$ cat src/e1_sa_pkg.sv
// shared constants and types for the e1 spare/international overhead bit access, plus its shift-capture leaf
`timescale 1ns/100ps

package e1_sa_pkg;
  // -----------------------------------------------------------------
  // status bit positions in framing_status_four
  // -----------------------------------------------------------------
  localparam int SR4_RX_ALIGN = 0;
  localparam int SR4_RX_MF    = 1;
  localparam int SR4_TX_ALIGN = 3;
  localparam int SR4_TX_MF    = 4;

  // -----------------------------------------------------------------
  // time slot 0 layout and multiframe geometry
  // -----------------------------------------------------------------
  localparam int       SI_POS      = 7;     // si bit, first bit of ts0
  localparam int       SA_HI       = 4;     // sa4 .. sa8 at bits 4..0
  localparam int       SA_OVR_LO   = 3;     // e1_tx_control_two bits 3..7
  localparam int       SA_OVR_HI   = 7;
  localparam int       NUM_GRP     = 8;
  localparam int       GRP_W       = 8;
  localparam logic [3:0] MF_LAST   = 4'hF;  // 16 frames per crc4 multiframe
  localparam logic [3:0] MF_FIRST  = 4'h0;
  localparam logic [7:0] BYTE_ZERO = 8'h00;
  // ts0 bit carried by each multiframe group: si(af), si(naf), a, sa4..sa8
  localparam int GRP_POS [NUM_GRP] = '{7, 7, 5, 4, 3, 2, 1, 0};

  // -----------------------------------------------------------------
  // carriers
  // -----------------------------------------------------------------
  typedef struct packed {
    logic       valid;     // one-cycle strobe, one per frame
    logic       align;     // 1 = frame holds the alignment word
    logic       mf_start;  // first frame of a crc4 multiframe
    logic [7:0] bits;      // time slot 0 byte, msb first on line
  } ts0_frame_s;

  typedef logic [NUM_GRP-1:0][GRP_W-1:0] ovh_set_t;
endpackage

// shifts one overhead bit per selected frame and captures the byte whole
module ovh_shift_cap #(
  parameter int W = 8
) (
  input  wire logic         i_clk,
  input  wire logic         i_rst,
  input  wire logic         i_shift_en,
  input  wire logic         i_bit_in,
  input  wire logic         i_cap_en,
  output logic [W-1:0]      o_cap
);
  logic [W-1:0] sh_reg;
  logic [W-1:0] sh_next;

  // earliest bit ends up in the msb after W shifts
  assign sh_next = {sh_reg[W-2:0], i_bit_in};

  // -----------------------------------------------------------------
  // shift and whole-byte capture
  // -----------------------------------------------------------------
  always_ff @(posedge i_clk or posedge i_rst) begin
    if (i_rst) begin
      sh_reg <= '0;
    end else if (i_shift_en) begin
      sh_reg <= sh_next;
    end
  end

  // capture may coincide with the last shift, so take the shifted value then
  always_ff @(posedge i_clk or posedge i_rst) begin
    if (i_rst) begin
      o_cap <= '0;
    end else if (i_cap_en) begin
      o_cap <= i_shift_en ? sh_next : sh_reg;
    end
  end
endmodule

$ cat src/e1_spare_bit_access.sv
// e1 sa/si overhead bit access: double-frame and crc4 multiframe register schemes
`timescale 1ns/100ps

module e1_spare_bit_access
  import e1_sa_pkg::*;
(
  input  wire logic       I_REF_CLK,
  input  wire logic       I_SYS_RST,
  input  wire logic       I_E1_MODE,
  input  wire logic       I_CRC4_EN,
  input  wire logic       I_AUTO_EBIT_EN,
  input  wire logic       I_SI_FROM_TX_SERIAL_DATA_IN,
  input  wire logic [7:0] I_E1_TX_CONTROL_TWO,
  input  wire logic [7:0] I_TX_SPARE_BIT_CONTROL,
  input  wire ts0_frame_s I_RX_FRAME,
  input  wire ts0_frame_s I_TX_REQ,
  input  wire logic [7:0] I_TX_ALIGN_FRAME_BITS,
  input  wire logic [7:0] I_TX_NONALIGN_FRAME_BITS,
  input  wire ovh_set_t   I_TX_MF_REGS,
  output logic [7:0]      O_RX_ALIGN_FRAME_BITS,
  output logic [7:0]      O_RX_NONALIGN_FRAME_BITS,
  output ovh_set_t        O_RX_MF_REGS,
  output logic [7:0]      O_FRAMING_STATUS_FOUR,
  output logic [7:0]      O_TX_TS0,
  output logic            O_TX_TS0_VALID
);
  // -----------------------------------------------------------------
  // qualified strobes and frame positions
  // -----------------------------------------------------------------
  logic       rx_go;
  logic       tx_go;
  logic [3:0] rx_cnt_reg;
  logic [3:0] rx_idx;
  logic [3:0] tx_cnt_reg;
  logic [3:0] tx_idx;
  logic [7:0] rx_af_shadow_reg;
  logic [7:0] tx_naf_hold_reg;
  ovh_set_t   tx_mf_hold_reg;
  ovh_set_t   tx_mf_set;
  logic       si_ovr;
  logic       sa_ovr;
  logic [7:0] tx_next;
  logic [7:0] status_next;
  logic [2:0] bit_sel;

  // outside e1 operation only the tx ts0 output and its valid still follow each request
  assign rx_go  = I_RX_FRAME.valid & I_E1_MODE;
  assign tx_go  = I_TX_REQ.valid & I_E1_MODE;
  assign rx_idx = I_RX_FRAME.mf_start ? MF_FIRST : rx_cnt_reg;
  assign tx_idx = I_TX_REQ.mf_start ? MF_FIRST : tx_cnt_reg;
  assign si_ovr = I_SI_FROM_TX_SERIAL_DATA_IN | I_CRC4_EN | I_AUTO_EBIT_EN;
  assign sa_ovr = |I_E1_TX_CONTROL_TWO[SA_OVR_HI:SA_OVR_LO];

  // frame counters restart on the multiframe marker from the framer
  always_ff @(posedge I_REF_CLK or posedge I_SYS_RST) begin
    if (I_SYS_RST) begin
      rx_cnt_reg <= MF_FIRST;
    end else if (rx_go) begin
      rx_cnt_reg <= rx_idx + 4'h1;
    end
  end

  always_ff @(posedge I_REF_CLK or posedge I_SYS_RST) begin
    if (I_SYS_RST) begin
      tx_cnt_reg <= MF_FIRST;
    end else if (tx_go) begin
      tx_cnt_reg <= tx_idx + 4'h1;
    end
  end

  // -----------------------------------------------------------------
  // receive double-frame capture
  // -----------------------------------------------------------------
  // align byte waits in a shadow so both registers change in one edge
  always_ff @(posedge I_REF_CLK or posedge I_SYS_RST) begin
    if (I_SYS_RST) begin
      rx_af_shadow_reg <= BYTE_ZERO;
    end else if (rx_go && I_RX_FRAME.align) begin
      rx_af_shadow_reg <= I_RX_FRAME.bits;
    end
  end

  always_ff @(posedge I_REF_CLK or posedge I_SYS_RST) begin
    if (I_SYS_RST) begin
      O_RX_ALIGN_FRAME_BITS    <= BYTE_ZERO;
      O_RX_NONALIGN_FRAME_BITS <= BYTE_ZERO;
    end else if (rx_go && !I_RX_FRAME.align) begin
      O_RX_ALIGN_FRAME_BITS    <= rx_af_shadow_reg;
      O_RX_NONALIGN_FRAME_BITS <= I_RX_FRAME.bits;
    end
  end

  // -----------------------------------------------------------------
  // receive multiframe groups
  // -----------------------------------------------------------------
  // group 0 collects align-frame si, the rest come from nonalign frames
  for (genvar g = 0; g < NUM_GRP; g++) begin : g_rx_grp
    ovh_shift_cap #(
      .W (GRP_W)
    ) u_cap (
      .i_clk      (I_REF_CLK),
      .i_rst      (I_SYS_RST),
      .i_shift_en (rx_go && (I_RX_FRAME.align == (g == 0))),
      .i_bit_in   (I_RX_FRAME.bits[GRP_POS[g]]),
      .i_cap_en   (rx_go && (rx_idx == MF_LAST)),
      .o_cap      (O_RX_MF_REGS[g])
    );
  end

  // -----------------------------------------------------------------
  // transmit sampling
  // -----------------------------------------------------------------
  // the align frame uses the live register, the nonalign its held copy
  always_ff @(posedge I_REF_CLK or posedge I_SYS_RST) begin
    if (I_SYS_RST) begin
      tx_naf_hold_reg <= BYTE_ZERO;
    end else if (tx_go && I_TX_REQ.align) begin
      tx_naf_hold_reg <= I_TX_NONALIGN_FRAME_BITS;
    end
  end

  always_ff @(posedge I_REF_CLK or posedge I_SYS_RST) begin
    if (I_SYS_RST) begin
      tx_mf_hold_reg <= '0;
    end else if (tx_go && I_TX_REQ.mf_start) begin
      tx_mf_hold_reg <= I_TX_MF_REGS;
    end
  end

  assign tx_mf_set = I_TX_REQ.mf_start ? I_TX_MF_REGS : tx_mf_hold_reg;
  // align/nonalign pairs advance one bit per double frame, msb first
  assign bit_sel   = 3'h7 - tx_idx[3:1];

  // -----------------------------------------------------------------
  // transmit ts0 composition
  // -----------------------------------------------------------------
  // priority: framer overrides over multiframe groups over double-frame
  always_comb begin
    tx_next = I_TX_REQ.bits;
    if (I_E1_MODE) begin
      if (I_TX_REQ.align) begin
        tx_next = I_TX_ALIGN_FRAME_BITS;
        if (I_TX_SPARE_BIT_CONTROL[0]) begin
          tx_next[SI_POS] = tx_mf_set[0][bit_sel];
        end
      end else begin
        tx_next = tx_naf_hold_reg;
        for (int g = 1; g < NUM_GRP; g++) begin
          if (I_TX_SPARE_BIT_CONTROL[g]) begin
            tx_next[GRP_POS[g]] = tx_mf_set[g][bit_sel];
          end
        end
        if (sa_ovr) begin
          tx_next[SA_HI:0] = I_TX_REQ.bits[SA_HI:0];
        end
      end
      if (si_ovr) begin
        tx_next[SI_POS] = I_TX_REQ.bits[SI_POS];
      end
    end
  end

  always_ff @(posedge I_REF_CLK or posedge I_SYS_RST) begin
    if (I_SYS_RST) begin
      O_TX_TS0       <= BYTE_ZERO;
      O_TX_TS0_VALID <= 1'b0;
    end else begin
      O_TX_TS0_VALID <= I_TX_REQ.valid;
      if (I_TX_REQ.valid) begin
        O_TX_TS0 <= tx_next;
      end
    end
  end

  // -----------------------------------------------------------------
  // status pulses
  // -----------------------------------------------------------------
  // no host clear path exists here, so each event is a one-cycle pulse
  always_comb begin
    status_next               = BYTE_ZERO;
    status_next[SR4_RX_ALIGN] = rx_go && !I_RX_FRAME.align;
    status_next[SR4_RX_MF]    = rx_go && (rx_idx == MF_LAST);
    status_next[SR4_TX_ALIGN] = tx_go && I_TX_REQ.align;
    status_next[SR4_TX_MF]    = tx_go && I_TX_REQ.mf_start;
  end

  always_ff @(posedge I_REF_CLK or posedge I_SYS_RST) begin
    if (I_SYS_RST) begin
      O_FRAMING_STATUS_FOUR <= BYTE_ZERO;
    end else begin
      O_FRAMING_STATUS_FOUR <= status_next;
    end
  end
endmodule

$ cat config.mk
export PLATFORM = sky130hd
export DESIGN_NAME = e1_spare_bit_access
export DESIGN_NICKNAME = d
export VERILOG_FILES = /design/src/e1_sa_pkg.sv /design/src/e1_spare_bit_access.sv
export SDC_FILE = /design/constraint.sdc
export NUM_CORES = 1
export LEC_CHECK = 0
export ABC_AREA = 1
export BUFFER_PORTS_ARGS = -buffer_cell sky130_fd_sc_hd__buf_2
export CORE_MARGIN = 10
export CORE_UTILIZATION = 50
export CTS_CLUSTER_DIAMETER = 150
export DETAILED_ROUTE_END_ITERATION = 7
export GPL_ROUTABILITY_DRIVEN = 0
export PLACE_DENSITY_LB_ADDON = 0.15
export SETUP_SLACK_MARGIN = 0.1
export SLEW_MARGIN = 5
export SYNTH_ARGS = -nofsm -noshare
export SYNTH_HDL_FRONTEND = slang
export SYNTH_HIERARCHICAL = 1
export SYNTH_SLANG_ARGS = --single-unit
$ cat constraint.sdc
create_clock -name I_REF_CLK -period 6.65 [get_ports I_REF_CLK]
set_input_delay 1.33 -clock I_REF_CLK [delete_from_list [all_inputs] [get_ports I_REF_CLK]]
set_output_delay 1.33 -clock I_REF_CLK [all_outputs]
set_load 0.02 [all_outputs]
## Yosys cells after proc, flatten, opt, wreduce, memory -nomap -nowiden

Index checks and enable logic that the tools add are counted.

| storage, ports and cells | value |
|---|---|
| flip-flop bits (word level) | 245 |
| input port bits | 124 |
| output and inout port bits | 97 |
| word-level logic and storage cells | 90 |

| operators by class | value |
|---|---|
| add/subtract/negate cells | 3 |
| magnitude comparators | 1 |
| eq/ne operators | 1 |
| multiplexer cells | 39 |
| bitwise gates (word level) | 5 |
| reductions and logical operators | 8 |

Operator list:

| operator | count |
|---|---|
| 2-to-1 mux 8 bit | 10 |
| 2-to-1 mux 64 bit | 1 |
| binary-select mux 1 bit (select 3 bit) | 8 |
| 2-to-1 mux 1 bit | 17 |
| adder 4 x 1 -> 4 bit, second input constant | 2 |
| 2-to-1 mux 4 bit | 2 |
| logical AND 1 bit | 6 |
| 2-to-1 mux 5 bit | 1 |
| OR reduction 5 bit | 1 |
| == test 4 bit, second input constant | 1 |
| less-than comparator 3 x 4 -> 1 bit, second input constant | 1 |
| subtractor 3 bit, first input constant | 1 |
| bitwise AND 1 bit | 2 |
| OR 1 bit | 2 |
| zero test 1 bit | 1 |
| inverter 1 bit | 1 |

## Logic depth before layout (Yosys ltp)

Gate-level depths: netlist (run 1).

| depth | value |
|---|---|
| depth after elaboration | 9 |
| gate-level depth with buffers | 13 |

## Hierarchy

The synthesis (run 1) kept the hierarchy.

By module, submodules not included:

| module | instances | cells each | area each (sq um) |
|---|---|---|---|
| e1_spare_bit_access | 1 | 771 | 5801.8 |
| ovh_shift_cap | 8 | 78 | 685.7 |

## Worst setup path after synthesis (run 1)

Ideal clock, no wire load.

| timing | value |
|---|---|
| path kind | input -> register |
| start point | input port I_RX_FRAME[8] (netlist name) |
| end point | register g_rx_grp[0].u_cap.o_cap[0] |
| setup time | 0.117 ns |
| data arrival time | 3.349 ns |
| required time | 6.533 ns |
| slack | 3.183 ns |
| stages | 8 |
| path buffers | 1 |
| path through | nor2_1 -> ha_1 -> inv_1 -> nor4_1 -> buf_6 -> inv_2 -> nand2_1 -> nand2_1 |

| on the way | value |
|---|---|
| cells in the longest elaborated chain, start to end | 3 |

Ends and longest elaborated chain:

| what | RTL line | RTL |
|---|---|---|
| start, declared | e1_spare_bit_access.sv:15 | `input wire ts0_frame_s I_RX_FRAME,` |
| 2-to-1 mux 4 bit | e1_spare_bit_access.sv:49 | `assign rx_idx = I_RX_FRAME.mf_start ? MF_FIRST : rx_cnt_reg;` |
| == test 4 bit | -- |  |
| logical AND 1 bit | -- |  |
| via status_next[1] | e1_spare_bit_access.sv:43 | `logic [7:0] status_next;` |
| end signal, assigned | e1_sa_pkg.sv:74 | `o_cap <= i_shift_en ? sh_next : sh_reg;` |
| end, declared | e1_sa_pkg.sv:50 | `output logic [W-1:0] o_cap` |

The timed path passes the listed nets, and every way through them passes these cells.
A chain may end at the register's enable or synchronous reset.

## Worst setup path after layout (run 1)

| timing | value |
|---|---|
| start point | input port I_TX_REQ[8] (netlist name) |
| end point | register tx_mf_hold_reg[26] (netlist name) |

| on the way | value |
|---|---|
| cells in the longest elaborated chain, start to end | 1 |

Ends and longest elaborated chain:

| what | RTL line | RTL |
|---|---|---|
| start, declared | e1_spare_bit_access.sv:16 | `input wire ts0_frame_s I_TX_REQ,` |
| logical AND 1 bit | e1_spare_bit_access.sv:125 | `end else if (tx_go && I_TX_REQ.mf_start) begin` |
| end signal, assigned | e1_spare_bit_access.sv:124 | `tx_mf_hold_reg <= '0;` |
| end signal, assigned | e1_spare_bit_access.sv:126 | `tx_mf_hold_reg <= I_TX_MF_REGS;` |
| end, declared | e1_spare_bit_access.sv:38 | `ovh_set_t tx_mf_hold_reg;` |

No other way between the ends.

==> results of run 1 <==
==> layer usage <==
metal,part of all wire,up-vias,track usage
met2,0.43,270,0.313
met4,0.025,0,0.0564
li1,-,4649,-
met3,0.076,48,0.0544
met1,0.46,4383,0.277
met5,0,-,0
==> layout make-up <==
type                            instances  area [um^2]  area share
Inverter                              185          757      0.0572
Timing Repair Buffer                  221         1130      0.0850
Tap cell                              280          350      0.0265
Clock inverter                         11          118     0.00888
Sequential cell                       245         6130       0.463
Clock buffer                           39          761      0.0574
Multi-Input combinational cell        916         4000       0.302
==> through the flow <==
stage | hold slack (ps) | worst slack (ps)
after floorplan | 442 | 2220
final | 472 | 3400
after global routing | 492 | 3190
after CTS | 473 | 3420
after detailed placement | 458 | 2890
after global placement | 451 | 2920
==> power by group through the flow <==
stage	Clock (uW)	Sequential [uW]	Combinational, uW
finish	1470	1850	757
CTS	1510	1850	768
floorplan	0	1940	443
global placement	0	1870	746
global route	1560	1880	870
detailed placement	0	1880	763
==> path summary, 6_finish.rpt <==
kind	startpoint	to	slack, ps	cells after the start
min	tx_mf_hold_reg[57]$_DFFE_PP0P_	tx_mf_hold_reg[57]$_DFFE_PP0P_	470	2
max reg2reg	tx_cnt_reg[1]$_DFFE_PP0P_	O_TX_TS0[7]$_DFFE_PP0P_	4090	10
max in group asynchronous	I_SYS_RST	tx_mf_hold_reg[11]$_DFFE_PP0P_	4300	3
max	I_TX_REQ[8]	tx_mf_hold_reg[26]$_DFFE_PP0P_	3400	6
min in group asynchronous	I_SYS_RST	g_rx_grp[4].u_cap/sh_reg[2]$_DFF_PP0_	1030	2
min reg2reg	tx_mf_hold_reg[57]$_DFFE_PP0P_	tx_mf_hold_reg[57]$_DFFE_PP0P_	470	2
==> placed cells by master, fill, tap and decap left out, types with 3 or more instances in the layout <==
cell / count
and2_1: 64
buf_2: 213
dfrtp_1: 245
inv_1: 164
a21oi_2: 4
buf_4: 8
nand2_1: 570
o211ai_1: 7
clkbuf_16: 27
inv_2: 10
a21oi_1: 32
nor3_1: 3
o21ai_1: 3
clkinv_2: 6
o21ai_0: 68
nand3_1: 93
clkbuf_8: 4
nand2_2: 4
clkbuf_1: 8
nor2_1: 44
conb_1: 4
nand4_1: 5
nor2_4: 3
inv_8: 9
==> cells by family (layout without fill, tap and decap cells) <==
family | after synthesis | after routing | synth area share
AOI/OAI and AO/OA | 118 | 118 | 0.0563
xor gates and xnor gates | 1 | 1 | 0.000776
adders and majority gates | 2 | 2 | 0.00222
buffers and inverters | 237 | 456 | 0.105
DFF | 245 | 245 | 0.543
other | 1 | 4 | 0.000332
and+or+nand+nor | 791 | 791 | 0.293
==> critical path, delay by kind of cell <==
kind            cells  cell delay [ps]
buf+inv             4             1250
simple gates        1              820
compound gates      1              150
==> impl_metrics.yaml, run 1 <==
yosys:
  syn-mean-instance-area_um2: 8.09
  synth_instances: 1395
  yosys.area.top_type: "dfrtp_1"
  ys_seq_area_frac: 0.543
  number_of_synthesized_register_bits: 245
  ys.warnings.count: 6
  synthesis.area_mm2: 0.0113
  postSynth.asyncResetShare: 1.00
  synth_top_area_share: 0.543
  synth-edff-count: 0
  leading_cell_types_by_count_after_synthesis: "nand2_1 (570), dfrtp_1 (245), inv_1 (165)"
  synthMostInstantiatedCell: "nand2_1"
  synth_ff_type: "dfrtp_1"
  post_synth_main_area_contributors: "dfrtp_1 (54%), nand2_1 (19%), inv_1 (5.5%)"
  netlist-cell-type-count: 33
global_route:
  grt_pass1_wl_um: 48300
  grt_start_max_net_pins: 78
  grt_remaining_overflow: 0
  antenna_found_initial: 0
  via_count_of_the_first_global_routing_pass: 9477
  grt_util_all_layers: 0.203
clocking:
  cts.repair_timing.setup_buffer_count: 0
  worstSkewPairLatency_ps: 530
  worst_path_clk_slew_ps: 60
  tritoncts: "built"
  cts_root_cell: "clkbuf_16"
  cts-hold-fix-buffers: 0
  cts_inserted_buffers: 27
  tritoncts_num_sinks: 245
  postCtsResizedCells: 0
  clock_h_tree_levels: 1
  clockBufferDepth: 3
finish:
  fill_cells: 2010
  final_area_mm2: 0.0132
  final_nets: 1722
  final_util: 0.601
  final-instance-count-excl-fill: 1897
  antenna_diode_instance_count: 0
  syn2layout_area_growth_pct: 17.3
  post_route_cells_drive_above_1_share: 0.184
sta:
  worst_slew_pin_slew_ps: 1110
  timing.final.hold_violations: 0
  max_clock_freq_mhz: 307
  grt_setup_unrepaired: "no"
  setup-violations-final: 0
  fin_setup_tns_ps: 0
  final.min_clock_period_ps: 3250
  final.period_utilization: 0.489
  timing.clock.skew_ps: 20.0
  timing.final.max_slew_violations: 0
  slew-limit-headroom: 0.255
pwr:
  power.static_leakage_uw: 0.00732
  cell_internal_pwr_uw: 2880
  share_of_total_power_in_sequential_cells: 0.454
  switching_share: 0.295
  switching_power_uw: 1200
  comb_power_share: 0.185
  power.ir.vdd_worst_mv: 0.194
  clkPwrFrac: 0.360
  powerDensity_mw_per_mm2: 308
  totalPowerFinal_uw: 4080
detailed_routing:
  drt_pass1_iterations: 5
  route.antenna.remaining_nets: 0
  routed-via-count: 9350
  detail_route.iter0.violations: 664
  wl_per_cell_um: 15.5
  wl_um: 29400
  drc: 0
  vias_per_cell: 4.93
worst_setup_path:
  cp_slowest_cell: "nor2_4"
  critical_path_class: "in -> reg"
  worstPathRequired_ps: 7030
  cp_max_fanout: 47
  critPathMaxStageDelay_ps: 820
  crit_path_frequent_cell: "buf_4"
  cp_cell_sequence: "buf_2 > buf_4 > inv_2 > nor2_4 > buf_4 > o21ai_0"
  critical_path_arrival_ps: 3630
  critical_path.endpoint_type: "register"
  worst_setup_path_start_kind: "primary input"
place:
  port_buffers: 213
  dp_hpwl_um: 20900
  post_dp_cell_area_mm2: 0.0124
  number_of_placed_instances_taps_included: 1847
die:
  die_h_um: 170
  initial_utilization: 0.512
  die_area_mm2: 0.0290
  placement_rows: 54
  num_io_pins: 221
  core_area_mm2: 0.0220
  die-width_um: 170
job:
  cap_viol_max_count: 0
status:
  result_of_the_run: "finished, final reports clean"
min_path:
  worst_hold_path_type: "reg -> reg"
(Power assumes the default switching activity.)
==> run 2: changes to the inputs <==
- ABC_AREA: 1 -> 0
- clock period: 6.65 -> 2.6 ns (I/O delays scaled with it)
==> impl_metrics.yaml, run 2 <==
status:
  result_of_the_run: "finished, final reports clean"
die:
  die_area_mm2: 0.0276
  initial_utilization: 0.508
  die-width_um: 166
  core_area_mm2: 0.0210
  placement_rows: 53
  die_h_um: 166
  num_io_pins: 221
clocking:
  clock_h_tree_levels: 1
  worst_path_clk_slew_ps: 60
  tritoncts: "built"
  worstSkewPairLatency_ps: 520
  cts.repair_timing.setup_buffer_count: 0
  tritoncts_num_sinks: 245
  clockBufferDepth: 3
  cts-hold-fix-buffers: 0
  cts_inserted_buffers: 27
  cts_root_cell: "clkbuf_16"
  postCtsResizedCells: 0
worst_setup_path:
  reg2reg_slack_ps: 610
  critical_path_class: "reg -> reg"
  cp_cell_sequence: "nor2b_1 > ha_1 > and4_4 > buf_4 > mux2_4"
  worstPathRequired_ps: 3000
  critical_path.endpoint_type: "register"
  total_stage_count_of_the_critical_path: 5
  critPathTopFamily: "simple AND/OR/NAND/NOR gates"
  worst_setup_path_start_kind: "register"
  regToRegEndpoint: "g_rx_grp[0].u_cap/o_cap[0]$_DFFE_PP0P_"
  critPathMaxStageDelay_ps: 440
  cp_slowest_cell: "and4_4"
  cp_max_fanout: 13
  worstPathBufferInverterCount: 1
  critical_path_arrival_ps: 2400
  reg2regPathDepth: 5
  r2r-start: "rx_cnt_reg[0]$_DFFE_PP0P_"
yosys:
  synth_top_area_share: 0.574
  number_of_synthesized_register_bits: 245
  ys.warnings.count: 6
  syn-mean-instance-area_um2: 14.6
  leading_cell_types_by_count_after_synthesis: "dfrtp_1 (245), mux2_4 (128), mux2_2 (81)"
  synth_ff_type: "dfrtp_1"
  post_synth_main_area_contributors: "dfrtp_1 (57%), mux2_4 (18%), mux2_2 (8.5%)"
  synthMostInstantiatedCell: "dfrtp_1"
  postSynth.asyncResetShare: 1.00
  synth-edff-count: 0
  ys_seq_area_frac: 0.574
  netlist-cell-type-count: 51
  synthesis.area_mm2: 0.0107
  synth_instances: 731
  yosys.area.top_type: "dfrtp_1"
detailed_routing:
  vias_per_cell: 5.23
  routed-via-count: 6582
  detail_route.iter0.violations: 287
  route.antenna.remaining_nets: 0
  wl_um: 24900
  drt_pass1_iterations: 4
  wl_per_cell_um: 19.8
  drc: 0
sta:
  timing.final.max_slew_violations: 0
  final_critical_path_setup_slack_ps: 606
  grt_setup_unrepaired: "no"
  timing.clock.skew_ps: 7.65
  timing.final.hold_violations: 0
  worst_slew_pin_slew_ps: 766
  final.min_clock_period_ps: 1990
  max_clock_freq_mhz: 501
  final.period_utilization: 0.767
  setup-violations-final: 0
  slew-limit-headroom: 0.488
  fin_setup_tns_ps: 0
place:
  port_buffers: 213
  pre_cts_slack_ps: 314
  number_of_placed_instances_taps_included: 1205
  post_dp_cell_area_mm2: 0.0121
  dp_hpwl_um: 18200
min_path:
  worst_hold_path.endpoint: "O_RX_NONALIGN_FRAME_BITS[6]$_DFFE_PP0P_"
  worst_hold_path_type: "in -> reg"
  hold_path.startpoint: "I_RX_FRAME[6]"
  hold_depth: 3
job:
  cap_viol_max_count: 0
global_route:
  grt_util_all_layers: 0.175
  grt_pass1_wl_um: 40100
  grt_remaining_overflow: 0
  via_count_of_the_first_global_routing_pass: 7103
  antenna_found_initial: 5
  grt_start_max_net_pins: 50
finish:
  most-common-layout-cells: "dfrtp_1 (245), buf_2 (213), mux2_4 (128)"
  syn2layout_area_growth_pct: 21.7
  final_area_mm2: 0.0130
  layout.cells.most_common: "dfrtp_1"
  post_route_cells_drive_above_1_share: 0.518
  fill_cells: 1656
  final-instance-count-excl-fill: 1259
  final_nets: 1085
pwr:
  powerDensity_mw_per_mm2: 826
  power.ir.vdd_worst_mv: 0.549
  power.static_leakage_uw: 0.00647
-- run 2: metal layers --
metal / up-vias / GRT usage / share of wire
met2: 179 / 0.278 / 0.47
li1: 3049 / - / -
met5: - / 0 / 0.0013
met3: 38 / 0.0492 / 0.068
met1: 3312 / 0.236 / 0.44
met4: 4 / 0.0344 / 0.016
-- run 2: cell families after synthesis --
family / after synthesis / share of synthesized area
AO/OA/AOI/OAI: 54 / 0.0363
multiplexers: 237 / 0.295
flip-flops: 245 / 0.574
other: 1 / 0.000351
buffers and inverters: 67 / 0.0364
AND/OR/NAND/NOR: 125 / 0.0562
adder cells (fa/ha/maj): 2 / 0.00234
-- run 2: cell type report --
type / instances / area (um^2) / area share
clock inverter: 15 / 159 / 0.0122
antenna: 5 / 12.5 / 0.000962
inverter: 24 / 95.1 / 0.00731
tap: 275 / 344 / 0.0264
timing repair buffer: 239 / 1340 / 0.103
sequential: 245 / 6130 / 0.471
multi-input combinational: 422 / 4180 / 0.321
clock buffer: 34 / 752 / 0.0578
-- run 2: how the worst max path moves through the flow --
stage                                          from                                      to
after floorplan                      I_RX_FRAME[10]  g_rx_grp[1].u_cap/o_cap[0]$_DFFE_PP0P_
after global placement                    I_E1_MODE  g_rx_grp[2].u_cap/o_cap[2]$_DFFE_PP0P_
after detailed placement                  I_E1_MODE  g_rx_grp[4].u_cap/o_cap[2]$_DFFE_PP0P_
after CTS                 rx_cnt_reg[0]$_DFFE_PP0P_  g_rx_grp[5].u_cap/o_cap[0]$_DFFE_PP0P_
after global routing      tx_cnt_reg[3]$_DFFE_PP0P_                 O_TX_TS0[7]$_DFFE_PP0P_
final                     rx_cnt_reg[0]$_DFFE_PP0P_  g_rx_grp[0].u_cap/o_cap[0]$_DFFE_PP0P_
-- run 2: report_power, final --
part	internal, uW	switching [uW]	total [uW]
clock	2340	1510	3840
sequential	4550	411	4960
combinational	1120	827	1950
total	8010	2740	10800
-- run 2: stage by stage --
stage	total power (uW)	util	hold slack, ps
after floorplan	6410	-	433
after global placement	6910	0.575	443
after detailed placement	6980	0.575	449
after CTS	10900	0.618	193
after global routing	11300	0.619	208
final	10800	0.619	210
-- run 2: worst min-delay path, cell delays in order --
cell     delay, ps
buf_2           90
nand2_1         40
nand2_1         50
==> run 3: changes to the inputs <==
- clock period: 2.6 -> 1.8 ns (I/O delays scaled with it)
==> impl_metrics.yaml, run 3 (synthesis results as in run 2) <==
place:
  post_dp_cell_area_mm2: 0.0125
  port_buffers: 213
  dp_hpwl_um: 18600
status:
  result_of_the_run: "finished, final reports clean"
worst_setup_path:
  worst_setup_path_start_kind: "register"
  critPathMaxStageDelay_ps: 500
  worstPathRequired_ps: 2240
  critical_path_arrival_ps: 2150
  cp_slowest_cell: "dfrtp_2"
  critical_path.endpoint_type: "register"
  critical_path_class: "reg -> reg"
  reg2reg_slack_ps: 80
  cp_max_fanout: 7
  cp_cell_sequence: "buf_6 > mux4_2 > nand2_2 > a2111o_1 > a32oi_1"
detailed_routing:
  routed-via-count: 6732
  wl_um: 25900
  route.antenna.remaining_nets: 0
  drc: 0
  detail_route.iter0.violations: 260
  vias_per_cell: 5.19
  wl_per_cell_um: 20.0
  drt_pass1_iterations: 4
pwr:
  powerDensity_mw_per_mm2: 1150
  comb_power_share: 0.194
  switching_power_uw: 4000
  share_of_total_power_in_sequential_cells: 0.457
  power.ir.vdd_worst_mv: 0.943
  cell_internal_pwr_uw: 11700
  clkPwrFrac: 0.349
  power.static_leakage_uw: 0.00678
  switching_share: 0.255
sta:
  timing.final.hold_violations: 0
  timing.final.max_slew_violations: 0
  max_clock_freq_mhz: 583
  final.min_clock_period_ps: 1720
  worst_slew_pin_slew_ps: 633
  final.period_utilization: 0.953
  grt_setup_unrepaired: "yes"
  setup-violations-final: 0
  whs_ps: 59.8
  slew-limit-headroom: 0.578
  timing.clock.skew_ps: 17.0
clocking:
  cts-hold-fix-buffers: 0
  cts_inserted_buffers: 26
  worst_path_clk_slew_ps: 60
  worstSkewPairLatency_ps: 520
  tritoncts_num_sinks: 245
  cts_root_cell: "clkbuf_16"
  clockBufferDepth: 3
  clock_h_tree_levels: 1
  tritoncts: "built"
finish:
  post_route_cells_drive_above_1_share: 0.561
  most-common-layout-cells: "dfrtp_1 (242), buf_2 (213), mux2_4 (128)"
  final_nets: 1128
  fill_cells: 1554
  syn2layout_area_growth_pct: 28.3
  final_area_mm2: 0.0137
  layout.cells.most_common: "dfrtp_1"
global_route:
  grt_pass1_wl_um: 40800
  global_route.usage.met1: 0.237
  grt_remaining_overflow: 0
  top_usage_layer: "met2"
  met3_usage: 0.0563
  via_count_of_the_first_global_routing_pass: 7263
  met2_usage: 0.283
  grt_util_all_layers: 0.179
  antenna_found_initial: 4
  grt_start_max_net_pins: 88
die:
  die_area_mm2: 0.0276
  num_io_pins: 221
  die_h_um: 166
  core_area_mm2: 0.0210
  initial_utilization: 0.508
  die-width_um: 166
  placement_rows: 53
min_path:
  worst_hold_path_type: "in -> reg"
job:
  cap_viol_max_count: 0
## run 3: cell types whose count changed in the layout (fill, tap and decap cells not counted), moves of 4 or more
cell and change:
buf_6 +8, diode_2 -4, a221oi_1 -9, a221oi_2 +9, buf_12 +9, buf_4 +23
## run 3: through the flow
| stage | worst slack (ps) | utilization | total power [uW] | setup TNS [ps] | cells |
|---|---|---|---|---|---|
| 2_1_floorplan | -8.24 | - | 9280 | -33.0 | 734 |
| 3_3_place_gp | -156 | 0.593 | 10100 | -7110 | 1236 |
| 3_5_place_dp | -183 | 0.593 | 10200 | -7470 | 1236 |
| 4_1_cts | 40.0 | 0.641 | 15800 | 0 | 1290 |
| 5_1_grt | 34.7 | 0.653 | 16500 | 0 | 1297 |
| 6_report | 84.2 | 0.653 | 15700 | 0 | 1297 |
## run 3: cell type report
cell class	count	area, um^2	area share
diodes	1	2.50	0.000182
clock buffers	35	756	0.0551
clock inverters	12	138	0.0100
inverters	24	106	0.00775
multi-input cells	422	4350	0.317
flip-flops and latches	245	6130	0.447
well taps	275	344	0.0251
repair buffers	283	1880	0.137
## run 3: worst max-delay path: cells and delay by family (launching register included)
| family | cells | cell delay, ps |
|---|---|---|
| AND/OR/NAND/NOR | 1 | 60 |
| multiplexers | 1 | 360 |
| flip-flops | 1 | 500 |
| buffers and inverters | 1 | 150 |
| AO/OA/AOI/OAI | 2 | 570 |
## run 3: routing by layer
metal	vias to the layer above	routed length, um
met5	-	27
met4	4	471
met3	38	1810
met2	191	12100
met1	3378	11500
li1	3121	-
## run 3: power by group through the flow
stage,registers (uW),clock network (uW),logic (uW)
2_1_floorplan,7180,0,2090
3_3_place_gp,7230,0,2890
3_5_place_dp,7270,0,2930
4_1_cts,7180,5610,2990
5_1_grt,7330,5840,3320
6_report,7180,5480,3040
## run 3: final timing paths
path / startpoint / endpoint / depth (start not counted)
min: I_RX_FRAME[6] / O_RX_NONALIGN_FRAME_BITS[6]$_DFFE_PP0P_ / 3
min in group asynchronous: I_SYS_RST / g_rx_grp[1].u_cap/sh_reg[0]$_DFF_PP0_ / 2
min reg2reg: rx_af_shadow_reg[6]$_DFFE_PP0P_ / O_RX_ALIGN_FRAME_BITS[6]$_DFFE_PP0P_ / 2
max: tx_cnt_reg[1]$_DFFE_PP0P_ / O_TX_TS0[2]$_DFFE_PP0P_ / 5
max in group asynchronous: I_SYS_RST / tx_mf_hold_reg[60]$_DFFE_PP0P_ / 3
max reg2reg: tx_cnt_reg[1]$_DFFE_PP0P_ / O_TX_TS0[2]$_DFFE_PP0P_ / 5
## run 3: repair_timing
item	4_1_cts	5_1_grt
resized for setup	12	29
endpoints found under the setup margin	69	71
setup buffers	6	3
cloned	1	3
pin swaps	1	13
